===== src/verilog/lbt_pkg.sv =====
// Constants and types for the local bus strobe timing block
// Assumes byte offsets from the PCI target config decoder
package lbt_pkg;
   // Register offsets
   localparam logic [7:0] OFS_T1 = 8'h08;
   localparam logic [7:0] OFS_T2 = 8'h0C;
   // Timing register one, low bit of each field
   localparam int T1_WCS_OFF = 12;
   localparam int T1_RD_ON   = 16;
   localparam int T1_RD_OFF  = 20;
   localparam int T1_WR_ON   = 24;
   localparam int T1_WR_OFF  = 28;
   // Timing register two, low bit of each field
   localparam int T2_WD_ON   = 0;
   localparam int T2_WD_OFF  = 4;
   localparam int T2_RD_DRV  = 8;
   localparam int T2_RD_HIZ  = 12;
   localparam int T2_IOSZ    = 20;
   localparam int T2_CSLOW   = 23;
   localparam int T2_DSTYPE  = 31;
   // Writable bits of timing register two
   localparam logic [31:0] T2_RW_MASK = 32'h8780_FFFF;
   // Reset values, normal and parallel port
   localparam logic [31:0] T1_RST    = 32'h2030_2030;
   localparam logic [31:0] T1_RST_PP = 32'h2121_2020;
   localparam logic [31:0] T2_RST    = 32'h00C0_04F0;
   localparam logic [31:0] T2_RST_PP = 32'h0120_02F0;
   // Timing limits
   localparam logic [3:0] MAX_CNT  = 4'hA;
   localparam logic [3:0] KEEP_DRV = 4'hF;
   localparam int         REF_DELAY = 2;
   localparam int         CS_BASE8  = 2;
   localparam int         CS_BASE32 = 4;
   typedef enum logic [2:0] {
      ST_IDLE = 3'b001,
      ST_WAIT = 3'b010,
      ST_RUN  = 3'b100
   } lbt_state_t;
endpackage


===== src/verilog/lbt_strobe_timing.sv =====
// Local bus cycle timing generator behind a PCI target function
// Assumes txn_start marks the first IRDY# cycle of a local bus access
//
// Contract
// RQ1: Reference cycle is second clock after IRDY#
// RQ2: Bit 31 selects separate or data strobes
// RQ3: Separate mode: chip select rises at 15:12; code does so for writes only, reads raise it at 23:20
// RQ4: Strobe mode: read-not-write rises at 15:12
// RQ5: Separate mode: read strobe falls at 19:16
// RQ6: Strobe mode: read data strobes fall 19:16
// RQ7: Separate mode: read strobe rises at 23:20
// RQ8: Strobe mode: read data strobes rise 23:20
// RQ9: Separate mode: write strobe falls at 27:24
// RQ10: Strobe mode: write data strobes fall 27:24
// RQ11: Separate mode: write strobe rises at 31:28
// RQ12: Strobe mode: write data strobes rise 31:28
// RQ13: Software keeps timing fields within 0 to Ah
// RQ14: Out-of-range field retries every access
// RQ15: Same timing for 8-bit and 32-bit buses
// RQ16: Write data drive starts at 3:0
// RQ17: Write data release at 7:4
// RQ18: Release not Fh: high impedance outside writes
// RQ19: Read end: data drive resumes at 11:8
// RQ20: Read start: data released at 15:12
// RQ21: IO block size field, read-only
// RQ22: Chip select decode low bit from 26:23
// RQ23: Count clocks, toggle on match, then complete
`timescale 1ns/1ps
module lbt_strobe_timing #(
   parameter int DATA_W = 8
) (
   // Clock and reset
   input  wire logic              clk_sys,
   input  wire logic              reset,
   // Parallel port strap
   input  wire logic              par_port_strap,
   // Configuration register port
   input  wire logic              reg_write,
   input  wire logic              reg_read,
   input  wire logic [7:0]        reg_offset,
   input  wire logic [3:0]        reg_byte_en,
   input  wire logic [31:0]       reg_wdata,
   output logic      [31:0]       reg_rdata,
   output logic      [2:0]        bar0_size_code,
   // PCI target transfer side
   input  wire logic              txn_start,
   input  wire logic              txn_write,
   input  wire logic [15:0]       txn_addr,
   input  wire logic [3:0]        txn_byte_en,
   input  wire logic [DATA_W-1:0] txn_wdata,
   output logic      [DATA_W-1:0] txn_rdata,
   output logic                   txn_done,
   output logic                   txn_retry,
   // Local bus
   output logic      [15:0]       periph_addr,
   output logic      [3:0]        periph_chip_selects_n,
   output logic                   periph_read_not_write_n,
   output logic                   periph_read_strobe_n,
   output logic                   periph_write_strobe_n,
   output logic      [3:0]        periph_data_strobes_n,
   input  wire logic [DATA_W-1:0] periph_data_in,
   output logic      [DATA_W-1:0] periph_data_out,
   output logic                   periph_data_oe
);
   if (DATA_W != 8 && DATA_W != 32) begin : g_bad_width
      $error("DATA_W must be 8 or 32");
   end

   logic [31:0]        local_bus_timing_one;
   logic [31:0]        local_bus_timing_two;
   logic [31:0]        s1;
   logic [31:0]        s2;
   logic               pp_mode;
   lbt_pkg::lbt_state_t state;
   logic [3:0]         count;
   logic [3:0]         cur_last;
   logic               cur_wr;
   logic               cur_ds;
   logic [3:0]         cur_cs;
   logic [3:0]         cur_be;
   logic [31:0]        t2_mask;
   logic [4:0]         cs_shift;
   logic [15:0]        cs_addr;
   logic               start_ok;
   logic               ev_on;
   logic [3:0]         upc;
   logic [3:0]         f_wcs, f_on, f_off;
   logic [3:0]         f_wdon, f_wdoff, f_rdrv, f_rhiz;

   function automatic logic [3:0] mx(logic [3:0] a, logic [3:0] b);
      return (a > b) ? a : b;
   endfunction

   // Field range check; release may also hold Fh
   function automatic logic cfg_ok(logic [31:0] t1, logic [31:0] t2);
      logic ok;
      ok = 1'b1;
      for (int i = 0; i < 8; i++) begin
         if (t1[4*i +: 4] > lbt_pkg::MAX_CNT) ok = 1'b0;
      end
      for (int i = 0; i < 4; i++) begin
         if (t2[4*i +: 4] > lbt_pkg::MAX_CNT &&
             !(i == 1 && t2[4*i +: 4] == lbt_pkg::KEEP_DRV)) ok = 1'b0;
      end
      return ok;
   endfunction

   // Latest programmed event of a cycle
   function automatic logic [3:0] last_ev(logic [31:0] t1, logic [31:0] t2,
                                          logic wr);
      logic [3:0] m;
      m = 4'h0;
      if (wr) begin
         m = mx(mx(t1[lbt_pkg::T1_WCS_OFF +: 4], t1[lbt_pkg::T1_WR_ON +: 4]),
                t1[lbt_pkg::T1_WR_OFF +: 4]);
         m = mx(m, t2[lbt_pkg::T2_WD_ON +: 4]);
         if (t2[lbt_pkg::T2_WD_OFF +: 4] != lbt_pkg::KEEP_DRV) begin
            m = mx(m, t2[lbt_pkg::T2_WD_OFF +: 4]);
         end
      end else begin
         m = mx(t1[lbt_pkg::T1_RD_ON +: 4], t1[lbt_pkg::T1_RD_OFF +: 4]);
         if (t2[lbt_pkg::T2_WD_OFF +: 4] == lbt_pkg::KEEP_DRV) begin
            m = mx(m, mx(t2[lbt_pkg::T2_RD_DRV +: 4], t2[lbt_pkg::T2_RD_HIZ +: 4]));
         end
      end
      return m;
   endfunction

   assign start_ok = cfg_ok(local_bus_timing_one, local_bus_timing_two);
   assign t2_mask  = pp_mode ? (lbt_pkg::T2_RW_MASK & 32'h7FFF_FFFF) : lbt_pkg::T2_RW_MASK;
   assign cs_shift = 5'((DATA_W == 32) ? lbt_pkg::CS_BASE32 : lbt_pkg::CS_BASE8) +
                     5'(local_bus_timing_two[lbt_pkg::T2_CSLOW +: 4]); // RQ22
   assign cs_addr  = txn_addr >> cs_shift;
   assign bar0_size_code = local_bus_timing_two[lbt_pkg::T2_IOSZ +: 3]; // RQ21

   // Snapshot fields used during a cycle
   assign f_wcs   = s1[lbt_pkg::T1_WCS_OFF +: 4];
   assign f_on    = cur_wr ? s1[lbt_pkg::T1_WR_ON +: 4] : s1[lbt_pkg::T1_RD_ON +: 4];
   assign f_off   = cur_wr ? s1[lbt_pkg::T1_WR_OFF +: 4] : s1[lbt_pkg::T1_RD_OFF +: 4];
   assign f_wdon  = s2[lbt_pkg::T2_WD_ON +: 4];
   assign f_wdoff = s2[lbt_pkg::T2_WD_OFF +: 4];
   assign f_rdrv  = s2[lbt_pkg::T2_RD_DRV +: 4];
   assign f_rhiz  = s2[lbt_pkg::T2_RD_HIZ +: 4];

   // Count that the pins show after the coming edge
   assign ev_on = (state == lbt_pkg::ST_WAIT) ||
                  (state == lbt_pkg::ST_RUN && count != cur_last);
   assign upc   = (state == lbt_pkg::ST_WAIT) ? 4'h0 : 4'(count + 4'h1);

   // Strap caught while reset is held
   always_ff @(posedge clk_sys) begin
      if (reset) begin
         pp_mode <= par_port_strap;
      end
   end

   // Timing registers
   always_ff @(posedge clk_sys) begin
      if (reset) begin
         local_bus_timing_one <= par_port_strap ? lbt_pkg::T1_RST_PP : lbt_pkg::T1_RST;
         local_bus_timing_two <= par_port_strap ? lbt_pkg::T2_RST_PP : lbt_pkg::T2_RST;
      end else if (reg_write) begin
         for (int b = 0; b < 4; b++) begin
            if (reg_byte_en[b] && reg_offset == lbt_pkg::OFS_T1) begin
               local_bus_timing_one[8*b +: 8] <= reg_wdata[8*b +: 8];
            end
            if (reg_byte_en[b] && reg_offset == lbt_pkg::OFS_T2) begin
               local_bus_timing_two[8*b +: 8] <=
                  (reg_wdata[8*b +: 8] & t2_mask[8*b +: 8]) |
                  (local_bus_timing_two[8*b +: 8] & ~t2_mask[8*b +: 8]); // RQ21
            end
         end
      end
   end

   // Register read data, unmapped offsets read zero
   always_ff @(posedge clk_sys) begin
      if (reset) begin
         reg_rdata <= 32'h0000_0000;
      end else if (reg_read) begin
         reg_rdata <= (reg_offset == lbt_pkg::OFS_T1) ? local_bus_timing_one :
                      (reg_offset == lbt_pkg::OFS_T2) ? local_bus_timing_two :
                      32'h0000_0000;
      end
   end

   // Sequencer and per-cycle snapshot
   always_ff @(posedge clk_sys) begin
      if (reset) begin
         state    <= lbt_pkg::ST_IDLE;
         count    <= 4'h0;
         cur_last <= 4'h0;
         cur_wr   <= 1'b0;
         cur_ds   <= 1'b0;
         cur_cs   <= 4'h0;
         cur_be   <= 4'h0;
         s1       <= lbt_pkg::T1_RST;
         s2       <= lbt_pkg::T2_RST;
         periph_addr     <= 16'h0000;
         periph_data_out <= '0;
      end else begin
         unique case (state)
            lbt_pkg::ST_IDLE: begin
               if (txn_start && start_ok) begin // RQ14
                  state    <= lbt_pkg::ST_WAIT; // RQ1
                  count    <= 4'h0;
                  cur_last <= last_ev(local_bus_timing_one, local_bus_timing_two,
                                      txn_write); // RQ23
                  cur_wr   <= txn_write;
                  cur_ds   <= local_bus_timing_two[lbt_pkg::T2_DSTYPE]; // RQ2
                  cur_cs   <= 4'b0001 << cs_addr[1:0]; // RQ22
                  cur_be   <= txn_byte_en;
                  s1       <= local_bus_timing_one;
                  s2       <= local_bus_timing_two;
                  periph_addr     <= txn_addr;
                  periph_data_out <= txn_wdata; // RQ15
               end
            end
            lbt_pkg::ST_WAIT: begin
               if (count == 4'(lbt_pkg::REF_DELAY - 2)) begin
                  state <= lbt_pkg::ST_RUN; // RQ1
                  count <= 4'h0;
               end else begin
                  count <= 4'(count + 4'h1);
               end
            end
            lbt_pkg::ST_RUN: begin
               if (count == cur_last) begin
                  state <= lbt_pkg::ST_IDLE; // RQ23
               end else begin
                  count <= 4'(count + 4'h1);
               end
            end
         endcase
      end
   end

   // Completion, retry and read data capture
   always_ff @(posedge clk_sys) begin
      if (reset) begin
         txn_done  <= 1'b0;
         txn_retry <= 1'b0;
         txn_rdata <= '0;
      end else begin
         txn_done  <= (state == lbt_pkg::ST_RUN) && (count == cur_last); // RQ23
         txn_retry <= (state == lbt_pkg::ST_IDLE) && txn_start && !start_ok; // RQ14
         if (ev_on && !cur_wr && upc == f_off) begin
            txn_rdata <= periph_data_in;
         end
      end
   end

   // Chip selects
   always_ff @(posedge clk_sys) begin
      if (reset || !ev_on) begin
         periph_chip_selects_n <= 4'hF;
      end else begin
         if (upc == 4'h0) periph_chip_selects_n <= ~cur_cs;
         if (!cur_ds && upc == (cur_wr ? f_wcs : f_off)) begin
            periph_chip_selects_n <= 4'hF; // RQ3
         end
      end
   end

   // Read-not-write line
   always_ff @(posedge clk_sys) begin
      if (reset || !ev_on || !cur_ds || !cur_wr) begin
         periph_read_not_write_n <= 1'b1;
      end else begin
         if (upc == 4'h0) periph_read_not_write_n <= 1'b0;
         if (upc == f_wcs) periph_read_not_write_n <= 1'b1; // RQ4
      end
   end

   // Separate strobes and data strobes
   always_ff @(posedge clk_sys) begin
      if (reset || !ev_on) begin
         periph_read_strobe_n  <= 1'b1;
         periph_write_strobe_n <= 1'b1;
         periph_data_strobes_n <= 4'hF;
      end else begin
         if (upc == f_on) begin
            if (cur_ds) periph_data_strobes_n <= ~cur_be; // RQ6 RQ10
            else if (cur_wr) periph_write_strobe_n <= 1'b0; // RQ9
            else periph_read_strobe_n <= 1'b0; // RQ5
         end
         if (upc == f_off) begin
            periph_data_strobes_n <= 4'hF; // RQ8 RQ12
            periph_write_strobe_n <= 1'b1; // RQ11
            periph_read_strobe_n  <= 1'b1; // RQ7
         end
      end
   end

   // Data pin drive enable
   always_ff @(posedge clk_sys) begin
      if (reset) begin
         periph_data_oe <= 1'b0;
      end else if (!ev_on) begin
         periph_data_oe <= (local_bus_timing_two[lbt_pkg::T2_WD_OFF +: 4] ==
                            lbt_pkg::KEEP_DRV); // RQ18
      end else if (cur_wr) begin
         if (upc == f_wdon) periph_data_oe <= 1'b1; // RQ16
         if (upc == f_wdoff) periph_data_oe <= 1'b0; // RQ17
      end else if (f_wdoff == lbt_pkg::KEEP_DRV) begin
         if (upc == f_rdrv) periph_data_oe <= 1'b1; // RQ19
         if (upc == f_rhiz) periph_data_oe <= 1'b0; // RQ20
      end else begin
         periph_data_oe <= 1'b0; // RQ18
      end
   end

   logic run_n;
   assign run_n = (state == lbt_pkg::ST_RUN) && (count != cur_last) && !cur_wr;
endmodule // lbt_strobe_timing


===== config.mk =====
export PLATFORM = sky130hd
export DESIGN_NAME = lbt_strobe_timing
export DESIGN_NICKNAME = d
export VERILOG_FILES = /design/src/verilog/lbt_pkg.sv /design/src/verilog/lbt_strobe_timing.sv
export SDC_FILE = /design/constraint.sdc
export NUM_CORES = 1
export LEC_CHECK = 0
export ABC_AREA = 1
export BUFFER_PORTS_ARGS = -buffer_cell sky130_fd_sc_hd__clkbuf_2
export CAP_MARGIN = 15
export CORE_MARGIN = 3
export CORE_UTILIZATION = 39
export DETAILED_ROUTE_END_ITERATION = 8
export PLACE_DENSITY = 0.59
export SLEW_MARGIN = 20
export SYNTH_ARGS = -nofsm -noshare
export SYNTH_HDL_FRONTEND = slang
export SYNTH_SLANG_ARGS = --single-unit

===== constraint.sdc =====
create_clock -name clk_sys -period 4.98 [get_ports clk_sys]
set_input_delay 0.996 -clock clk_sys [delete_from_list [all_inputs] [get_ports clk_sys]]
set_output_delay 0.996 -clock clk_sys [all_outputs]
set_load 0.05 [all_outputs]

After elaboration in Yosys (flattened, before gate mapping). Index checks and enable logic that the tools add are counted.

Add/sub/neg operators: 2. Order comparisons: 19. Eq/ne operators: 24. Shifts and indexed selects: 2. Mux-type cells: 58. Bitwise gates (word level): 20. Reductions and logical operators: 55.

Operator list (count): 32-bit two-way mux (7); 4-bit two-way mux (17); 8-bit AND (8); 8-bit two-way mux (8); 25-bit two-way mux (2); 4-bit greater-than comparator, second input constant (12); 4-bit equality test (9); 8-bit inverter (4); 8-bit OR (4); 4-bit greater-than comparator (7); 2-bit AND reduction (12); 1-bit two-way mux (19); 2-bit nonzero test (9); 1-bit logical AND (17); 8-bit by 4-bit equality test with 1-bit output, second input constant (2); 16-bit by 5-bit >> shifter with 2-bit output (1); 4-bit one-hot mux with 3 select lines (1); 3-bit two-way mux (3); 3-bit one-hot mux with 3 select lines (1); 3-bit AND reduction (3); 4-bit equality test, second input constant (2); 4-bit logical NOT (2); 4-bit inverter (2); 2-bit inequality test, second input constant (3); other kinds (15) (25).

Register bits: 212. Input bits: 87. Output and inout bits: 81. Logic and storage cells: 210.

Longest topological paths before layout. Gate-level depths: netlist of the first run.

Word-level depth: 16. Gate-level depth with buffers: 40. Mapped depth without buffers: 40.

Worst setup path before layout of the first run. Ideal clock, no wire load.

Path kind: register to register. Start: register local_bus_timing_one[13]. End: register cur_last[0]. Library setup time: 0.119 ns. Arrival time: 4.054 ns. Required time: 4.861 ns. Slack: 0.807 ns. Cell stages (with the launch flop): 34. Buffers on the path: 0. Period minus slack after synthesis: 4.173 ns. Path through: edfxtp_1 > ha_1 > nand2_1 > nand2_1 > nand2_1 > nand2_1 > nand2_1 > nand2_1 > nand2_1 > ha_1 > nand2_1 > inv_1 > nand2_1 > a21oi_1 > nand3_1 > nand2_1 > inv_1 > ha_1 > nand2_1 > o21bai_1 > nand2_1 > o21a_1 > inv_1 > nand2_1 > nand2_1 > ha_1 > a21oi_1 > o21ai_0 > o21ai_0 > nand2_1 > o21ai_0 > inv_1 > nand2_1 > a21oi_1.

Longest elaborated chain between the ends: 12. Elaborated cells between the ends (all ways): 22. Those cells by class: order compare (5); mux (15); reduce/logical (2).

Ends and longest elaborated chain: start, declared (RTL line lbt_strobe_timing.sv:69) `logic [31:0] local_bus_timing_one;`; start signal, assigned (RTL line lbt_strobe_timing.sv:160) `local_bus_timing_one <= par_port_strap ? lbt_pkg::T1_RST_PP : lbt_pkg::T1_RST;`; start signal, assigned by index (RTL line lbt_strobe_timing.sv:165) `local_bus_timing_one[8*b +: 8] <= reg_wdata[8*b +: 8];`; parallel branches: the longest is 12 deep, another holds 4-bit greater-than comparator; end signal, assigned (RTL line lbt_strobe_timing.sv:207) `cur_last <= last_ev(local_bus_timing_one, local_bus_timing_two,`; end, declared (RTL line lbt_strobe_timing.sv:76) `logic [3:0] cur_last;`.

Several ways; the timed one is not identified. A chain may end at the register's enable or synchronous reset.

Worst setup path after layout of the first run.
Start: register local_bus_timing_one[13]. End: register cur_last[2].

Same word-level chain as after synthesis.

==> PnR_summary.wiki, run 1 <==
{| class="wikitable"
! Metric !! Value
|-
| Largest net degree at the start of global routing || 49
|-
| DR WL/cell || 15.4 um
|-
| Worst IR Drop VDD || 0.192 mV
|-
| Startpoint class of the critical path || flip-flop
|-
| Max Fanout on Critical Path || 5
|-
| Flip-flop and latch count after synthesis || 191
|-
| Layout net count || 1,528
|-
| Slowest cell on the critical path || edfxtp_1
|-
| Number of antenna violations at the first check in global routing || 0
|-
| Final number of setup-violating endpoints || 0
|-
| Vias per cell || 4.98
|-
| Share of the cycle needed by the critical path after routing || 90.2%
|-
| Global-route wire length before repair || 42.2 mm
|-
| Number of top-level pins || 168
|-
| Die span in x || 162 um
|-
| Unrepaired setup endpoints after global routing || false
|-
| Worst path max stage delay || 0.44 ns
|-
| Synthesized instance count || 1,262
|-
| Fraction of the yosys area taken by sequential cells || 46.1%
|-
| Post-synthesis share of cell area spent on and, or, nand and nor gates || 24.8%
|-
| Violation count after the first detailed-routing iteration || 619
|-
| Hpwl dp || 19.8 mm
|-
| Synthesized area || 9510 sq um
|-
| Pins over their slew limit || 0
|-
| TritonCTS clock tree || built
|-
| Number of clock sinks || 191
|-
| H-Tree Level Count || 4
|-
| Number of antenna cells inserted || 0
|-
| Vias in the first global route || 7,903
|-
| Ratio of total power to cell area || 398 nW/um^2
|-
| Starting density of the core || 40.1%
|-
| Adder and majority gate portion of the synthesized area || 3.95%
|-
| Mean instance size in the synthesized netlist || 7.54 sq um
|-
| Total GRT Usage || 20.2%
|-
| Layout area overhead || 18.6%
|-
| Data required time at the worst endpoint || 5.34 ns
|-
| Total gr overflow || 0
|-
| Relative max-transition margin || 32.1%
|-
| Total negative setup slack || 0 ns
|-
| Vias after detailed routing || 8,672
|-
| Deepest clock path buffer count || 2
|-
| GPL Wtd Cong || 0.902
|-
| Syn Nets || 1,379
|-
| P_leak || 5.56 nW
|-
| FMAX || 0.223 GHz
|-
| Category of the worst setup path capture point || flip-flop
|-
| Clock input transition at the sequential cells of the worst setup and hold paths || 0.07 ns
|-
| Die Ht || 162 um
|-
| Remaining routing DRC violations || 0
|-
| Share of the synthesized area in compound gates (AO/OA/AOI/OAI) || 14.1%
|-
| Detailed-routing iteration count for the pre-antenna-repair pass || 5
|-
| Max-cap violations || 0
|-
| Unique cell type count in the Yosys netlist || 37
|-
| Total power after layout || 4.48 mW
|-
| Proportion of synthesized area in mux cells || 0.105%
|-
| Port Buffers || 166
|-
| Arrival time reported for the critical path endpoint || 4.85 ns
|-
| Die Footprint || 26,300 sq um
|-
| Later-pin clock latency in the skew report || 0.44 ns
|-
| Post-DRT Antenna Nets || 0
|-
| Standard-cell row count || 56
|-
| Cell mode on critical path || nand2_1
|-
| Max Clock Skew || 0.0175 ns
|-
| Transition time at the pin with the least slew margin || 1.02 ns
|-
| Fraction of final layout cells sized beyond drive strength 1 || 17.8%
|-
| Master cell of the clock root buffer || clkbuf_16
|-
| Start-to-end type of the worst setup path || reg -> reg
|-
| WL final || 26.8 mm
|-
| Hold violation count in the final report || 0
|-
| Number of buffers inserted during clock tree synthesis || 17
|-
| Warnings from Yosys || 0
|-
| Core ar. || 23,800 sq um
|-
| Fraction of synthesized cell area in xor and xnor cells || 2.12%
|-
| Type of the tightest min-delay check || reg -> reg
|-
| Result of the run || finished, final reports clean
|-
| Combinational family with the most area after synthesis || simple AND/OR/NAND/NOR gates
|-
| Min Clock Period, post-route || 4.49 ns
|}
state kept, by name (all words and copies together), names as in the netlist, 8 cells and up:
signal                count
s1                       20
reg_rdata                32
s2                       16
local_bus_timing_two     23
periph_addr              16
local_bus_timing_one     32
txn_rdata                 8
periph_data_out           8
kinds of logic (layout without fill, tap and decap cells):
family                   after synthesis  after routing
AO/OA/AOI/OAI                        241            241
AND/OR/NAND/NOR                      564            564
adder cells (fa/ha/maj)               30             30
other                                  1              1
multiplexers                           1              1
XOR/XNOR                              23             23
buffers and inverters                211            373
flip-flops                           191            191
worst paths after layout:
kind,start,endpoint,slack (ns),cells past startpoint
min,s1[20],s1[20],0.46,2
max reg2reg,local_bus_timing_one[13],cur_last[2],0.49,34
min reg2reg,s1[20],s1[20],0.46,2
max,local_bus_timing_one[13],cur_last[2],0.49,34
cell usage in the layout (no fill, tap or decap), drive strengths merged, types with 3 or more instances in the layout:
cell type  count
xnor2         10
a21oi         74
clkinv         5
edfxtp        56
buf           20
nand4          8
clkbuf       186
o211ai        19
dfxtp        135
or2            9
nand3b        11
inv          162
ha            30
o21ai        123
nand2        284
nand3         75
nor3           5
nor2         167
xor2          13
o221ai        19
o21bai         3
cells in the mapped netlist:
| master | instances | area (sq um) |
|---|---|---|
| a21boi_0 | 1 | 7.51 |
| a21oi_1 | 74 | 370 |
| a31oi_1 | 1 | 6.26 |
| and2_1 | 2 | 12.5 |
| buf_1 | 2 | 7.51 |
| buf_2 | 12 | 60.1 |
| buf_4 | 5 | 37.5 |
| buf_6 | 2 | 22.5 |
| clkbuf_1 | 35 | 131 |
| conb_1 | 1 | 3.75 |
| dfxtp_1 | 135 | 2700 |
| edfxtp_1 | 56 | 1680 |
| ha_1 | 30 | 375 |
| inv_1 | 150 | 563 |
| inv_2 | 5 | 18.8 |
| mux2i_1 | 1 | 10.0 |
| nand2_1 | 279 | 1050 |
| nand2_2 | 5 | 31.3 |
| nand2b_1 | 1 | 6.26 |
| nand3_1 | 74 | 370 |
| nand3_4 | 1 | 17.5 |
| nand3b_1 | 11 | 82.6 |
| nand4_1 | 8 | 50.1 |
| nor2_1 | 167 | 627 |
| nor3_1 | 4 | 20.0 |
| nor3_4 | 1 | 16.3 |
| nor4_1 | 1 | 6.26 |
| nor4_2 | 1 | 12.5 |
| o211ai_1 | 19 | 143 |
| o21a_1 | 1 | 7.51 |
| o21ai_0 | 122 | 611 |
| o21ai_2 | 1 | 8.76 |
| o21bai_1 | 3 | 22.5 |
| o221ai_1 | 19 | 166 |
| or2_2 | 9 | 56.3 |
| xnor2_1 | 10 | 87.6 |
| xor2_1 | 13 | 114 |
critical path: cells and delay by family (launching register included):
| family | cells | cell delay, ns |
|---|---|---|
| adders and majority gates | 4 | 1.14 |
| and+or+nand+nor | 19 | 1.52 |
| AOI/OAI and AO/OA | 5 | 0.78 |
| buffers and inverters | 6 | 0.55 |
| DFF | 1 | 0.44 |
metal layers:
layer / track usage, % / vias up / part of all wire (%)
li1: - / 4418 / -
met1: 29.3 / 3946 / 48
met2: 30.9 / 276 / 44
met3: 3.52 / 32 / 6.1
met4: 5.78 / 0 / 1.6
met5: 0 / - / 0
repair_timing:
| item | CTS | global route |
|---|---|---|
| buffers inserted | 0 | 7 |
| hold endpoints to repair | 0 | 0 |
| endpoints found under the setup margin | 0 | 4 |
| hold buffers | 0 | 0 |
| resized for setup | 0 | 13 |
report_power, final:
part           switching [mW]  internal, mW  leakage (nW)  total [mW]
combinational           0.894         0.443          3.64        1.34
clock                   0.668         0.697         0.287        1.36
sequential             0.0850          1.70          1.64        1.78
cell type report:
type | count | area (sq um)
fillers | 2392 | 12500
clock inverters | 12 | 115
repair buffers | 186 | 981
well taps | 319 | 399
inverters | 155 | 583
clock buffers | 20 | 459
multi-input cells | 860 | 4360
flip-flops and latches | 191 | 4380
through the flow:
| stage | instance area, sq um | util (%) | hold WS [ns] | std cells | worst slack (ns) |
|---|---|---|---|---|---|
| after CTS | 11200 | 47.0 | 0.463 | 1736 | 0.146 |
| after detailed placement | 10600 | 44.6 | 0.445 | 1704 | 0.167 |
| after global routing | 11300 | 47.5 | 0.483 | 1743 | 0.0459 |
| after floorplan | 9510 | - | 0.429 | 1262 | 0.807 |
| after global placement | 10600 | 44.6 | 0.442 | 1704 | 0.298 |
| final | 11300 | 47.5 | 0.463 | 1743 | 0.490 |
Note: power is estimated with default switching activity, not from simulation.
==> run 2: changes to the inputs <==
--- a/config.mk
+++ b/config.mk
@@ -5,7 +5,6 @@
 export SDC_FILE = /design/constraint.sdc
 export NUM_CORES = 1
 export LEC_CHECK = 0
-export ABC_AREA = 1
 export BUFFER_PORTS_ARGS = -buffer_cell sky130_fd_sc_hd__clkbuf_2
 export CAP_MARGIN = 15
 export CORE_MARGIN = 3
==> run 2 against run 1 <==
Against the previous run: the flow now finishes with violations (setup timing); sequential power decreased by 3%; global-route usage down 0.95 points; core utilization is 1.4 points higher; flip-flop and latch count unchanged; synthesized cell count is 19% lower; worst hold slack worse by 0.0077 ns; via count decreased by 11%; final cell count shrank 13%; sequential share of layout area rose by 0.15 points; critical path type unchanged; critical endpoint is now cur_last[3]; largest cell class is now multi-input gates; highest routed layer unchanged.
==> PnR_summary.wiki, run 2 <==
{| class="wikitable"
! Metric !! Value
|-
| Count of flip-flops with a built-in enable after synthesis || 56 (unchanged)
|-
| Post-DP Area || 10,400 sq um (-1.5%)
|-
| Post-synth top area share || 29.2% (+0.77 points)
|-
| Later-pin clock latency in the skew report || 0.44 ns (about the same)
|-
| Result of the run || finished with violations
|-
| Buffers and inverters on the worst path || 4 (-2)
|-
| TritonCTS clock tree || built
|-
| Fraction of final layout cells sized beyond drive strength 1 || 24.4% (+6.6 points)
|-
| DR WL/cell || 16.3 um (+5.9%)
|-
| Syn Nets || 1,136 (-18%)
|-
| Die Footprint || 25,600 sq um (-2.5%)
|-
| Detailed-routing iteration count for the pre-antenna-repair pass || 5 (unchanged)
|-
| Number of non-filler instances in the completed layout || 1,510 (-13%)
|-
| Category of the worst setup path capture point || flip-flop
|-
| Starting density of the core || 40.3% (+0.24 points)
|-
| Vias after detailed routing || 7,680 (-11%)
|-
| Cell count after placement || 1,464 (-14%)
|-
| Commonest cells after routing, fill and taps aside || 165 x clkbuf_2, 157 x nand2_1, 135 x dfxtp_1, 122 x a21oi_1, 95 x nor2_1
|-
| Relative max-transition margin || 31.7% (-0.43 points)
|-
| Synthesized area || 9260 sq um (-2.6%)
|-
| Arrival time reported for the critical path endpoint || 5.44 ns (+0.59 ns)
|-
| P_leak || 4.72 nW (-15%)
|-
| Max Clock Skew || 0.0107 ns (-0.00675 ns)
|-
| Final number of setup-violating endpoints || 4 (+4)
|-
| Pins over their slew limit || 0 (unchanged)
|-
| Type of the tightest min-delay check || reg -> reg
|-
| Util after Layout || 48.9% (+1.4 points)
|-
| Vias in the first global route || 7,491 (-5.2%)
|-
| WL final || 24.6 mm (-8.2%)
|-
| Ranking of synthesized cells by instance count || 157 x nand2_1, 135 x dfxtp_1, 127 x a21oi_1, 99 x nor2_1, 56 x edfxtp_1
|-
| Ratio of total power to cell area || 337 nW/um^2 (-15%)
|-
| Synthesized instance count || 1,019 (-19%)
|-
| Largest registers in the final layout || local_bus_timing_one (32), reg_rdata (32), local_bus_timing_two (23)
|-
| Remaining routing DRC violations || 0 (unchanged)
|-
| Fraction of the yosys area taken by sequential cells || 47.3% (+1.3 points)
|-
| Mean instance size in the synthesized netlist || 9.09 sq um (+21%)
|-
| Largest area contributor in the netlist || dfxtp_1
|-
| Die Ht || 160 um (-1.3%)
|-
| Failing checks || setup timing
|-
| Worst-case reg-to-reg path depth || 28 (-18%)
|-
| Number of antenna violations at the first check in global routing || 0 (unchanged)
|-
| Number of buffers inserted during clock tree synthesis || 17 (unchanged)
|-
| Worst Hold Path Cells || 2 (unchanged)
|-
| Number of top-level pins || 168 (unchanged)
|-
| Layout net count || 1,301 (-15%)
|-
| Deepest clock path buffer count || 2 (unchanged)
|-
| Violation count after the first detailed-routing iteration || 405 (-35%)
|-
| Beginning of the worst register-to-register path || local_bus_timing_one[13]
|-
| Total gr overflow || 0 (unchanged)
|-
| Warnings from Yosys || 0 (unchanged)
|-
| Critical hold path startpoint || s1[22]
|-
| Primary FF master, synth || dfxtp_1
|-
| Total GRT Usage || 19.2% (-0.95 points)
|-
| Start-to-end type of the worst setup path || reg -> reg
|-
| Critical register-to-register path endpoint || cur_last[3]
|-
| Total power after layout || 3.79 mW (-16%)
|-
| Hold violation count in the final report || 0 (unchanged)
|-
| Data required time at the worst endpoint || 5.34 ns (about the same)
|-
| Number of clock sinks || 191 (unchanged)
|-
| Max-cap violations || 0 (unchanged)
|-
| Min Clock Period, post-route || 5.08 ns (+0.589 ns)
|-
| Pre-CTS setup slack || -0.0976 ns (-0.265 ns)
|-
| Worst IR Drop VDD || 0.210 mV (+9.5%)
|-
| PnR worst setup slack || -0.0996 ns (-0.589 ns)
|-
| Die span in x || 160 um (-1.3%)
|-
| Flip-flop and latch count after synthesis || 191 (unchanged)
|-
| Number of antenna cells inserted || 0 (unchanged)
|-
| Standard-cell row count || 55 (-1.8%)
|-
| Slowest cell on the critical path || edfxtp_1
|-
| Filler instances || 2,265 (-5.3%)
|-
| Global-route wire length before repair || 39.7 mm (-5.9%)
|-
| Most common library cell in the layout ignoring fill and taps || clkbuf_2
|-
| GPL Wtd Cong || 0.810 (-10%)
|-
| Layout area overhead || 21.3%
|-
| Hpwl dp || 18.2 mm (-8.0%)
|-
| Unrepaired setup endpoints after global routing || true
|-
| Port Buffers || 166 (unchanged)
|-
| Leading post-synthesis cells by cell area || dfxtp_1 29%, edfxtp_1 18%, a21oi_1 6.9%, nand2_1 6.4%, mux2i_1 5.6%
|-
| Largest net degree at the start of global routing || 87 (+78%)
|-
| Vias per cell || 5.09 (+2.2%)
|-
| Top-count cell post-synth || nand2_1
|-
| Share of flip-flops with an asynchronous set or reset after synthesis || 0% (unchanged)
|-
| H-Tree Level Count || 4 (unchanged)
|-
| Unique cell type count in the Yosys netlist || 63 (+70%)
|-
| Startpoint class of the critical path || flip-flop
|-
| FMAX || 0.197 GHz (-12%)
|-
| Worst path max stage delay || 0.43 ns (about the same)
|-
| Master cell of the clock root buffer || clkbuf_16
|-
| Post-DRT Antenna Nets || 0 (unchanged)
|-
| Post-route cell area || 11,200 sq um (-0.39%)
|-
| Worst Hold Path EP || s1[22]
|-
| Cts hold-fix bufs || 0 (unchanged)
|-
| Share of the cycle needed by the critical path after routing || 102% (+12 points)
|-
| Setup slack on the worst flop-to-flop path || -0.1 ns (-0.59 ns)
|-
| Clock input transition at the sequential cells of the worst setup and hold paths || 0.07 ns (about the same)
|-
| Max Fanout on Critical Path || 6 (+1)
|-
| Transition time at the pin with the least slew margin || 1.02 ns (+0.00529 ns)
|-
| Core ar. || 23,000 sq um (-3.2%)
|-
| Top Family by Delay on Critical Path || compound AO/OA/AOI/OAI gates
|}
[run 2: changes by cell type in the layout (fill, tap and decap cells not counted), moves of 33 or more]
| cell | before | now |
|---|---|---|
| a21oi_1 | 71 | 122 |
| o21ai_0 | 118 | 12 |
| inv_1 | 149 | 44 |
| mux2i_1 | 1 | 52 |
| nor2_1 | 166 | 95 |
| nand2_1 | 277 | 157 |
| nand3_1 | 70 | 3 |
| nor2b_1 | 0 | 33 |
[run 2: final cells by class]
cell class / count / area, sq um / area share [%]
multi-input cells: 725 / 4620 / 41.1
flip-flops and latches: 191 / 4380 / 39.0
repair buffers: 205 / 1140 / 10.2
clock buffers: 18 / 429 / 3.82
well taps: 313 / 392 / 3.49
inverters: 44 / 165 / 1.47
clock inverters: 14 / 108 / 0.958
[run 2: how the worst max path moves through the flow]
stage / from / depth (start not counted) / slack, ns / to
final: local_bus_timing_one[13] / 28 / -0.1 / cur_last[3]
after global routing: local_bus_timing_one[13] / 27 / -0.42 / cur_last[0]
after CTS: local_bus_timing_one[13] / 28 / 0.005 / cur_last[1]
after detailed placement: local_bus_timing_one[13] / 28 / -0.1 / cur_last[2]
after global placement: local_bus_timing_one[13] / 28 / 0.04 / cur_last[0]
after floorplan: local_bus_timing_one[13] / 29 / 0.04 / cur_last[2]
[run 2: cells by family (layout without fill, tap and decap cells)]
family / after synthesis / count (layout) / share of synthesized area [%]
other: 1 / 1 / 0.0405
and+or+nand+nor: 371 / 371 / 19.0
AOI/OAI and AO/OA: 229 / 229 / 14.7
muxes: 58 / 58 / 6.84
DFF: 191 / 191 / 47.3
xor gates and xnor gates: 36 / 36 / 3.49
adders and majority gates: 30 / 30 / 4.05
buffers and inverters: 103 / 281 / 4.50
[run 2: layer usage]
layer	global-route usage (%)	vias to the layer above	wire, um
met1	26.1	3597	11500
li1	-	3846	-
met4	5.44	0	373
met3	4.46	32	1200
met2	30.8	205	11500
met5	0	-	0
[run 2: power by group]
group / internal (mW) / total [mW] / leakage, nW / switching [mW]
clock: 0.651 / 1.29 / 0.269 / 0.638
sequential: 1.65 / 1.72 / 1.63 / 0.0678
combinational: 0.384 / 0.778 / 2.82 / 0.394
[run 2: what timing repair did]
| action | CTS | global route |
|---|---|---|
| setup buffers | 6 | 8 |
| gates resized for setup | 7 | 26 |
| setup endpoints to repair | 4 | 4 |
| pin swaps | 5 | 27 |
[run 2: worst min-delay path: cells and delay by family, from the launching register on]
family,cells,cell delay (ns)
compound gates,1,0.05
flops,1,0.31
simple gates,1,0.05
[run 2: per-stage QoR]
step / TNS (ns) / hold slack (ns)
floorplan: 0 / 0.404
global placement: 0 / 0.442
detailed placement: -0.362 / 0.446
CTS: 0 / 0.456
global route: -1.60 / 0.479
finish: -0.381 / 0.456
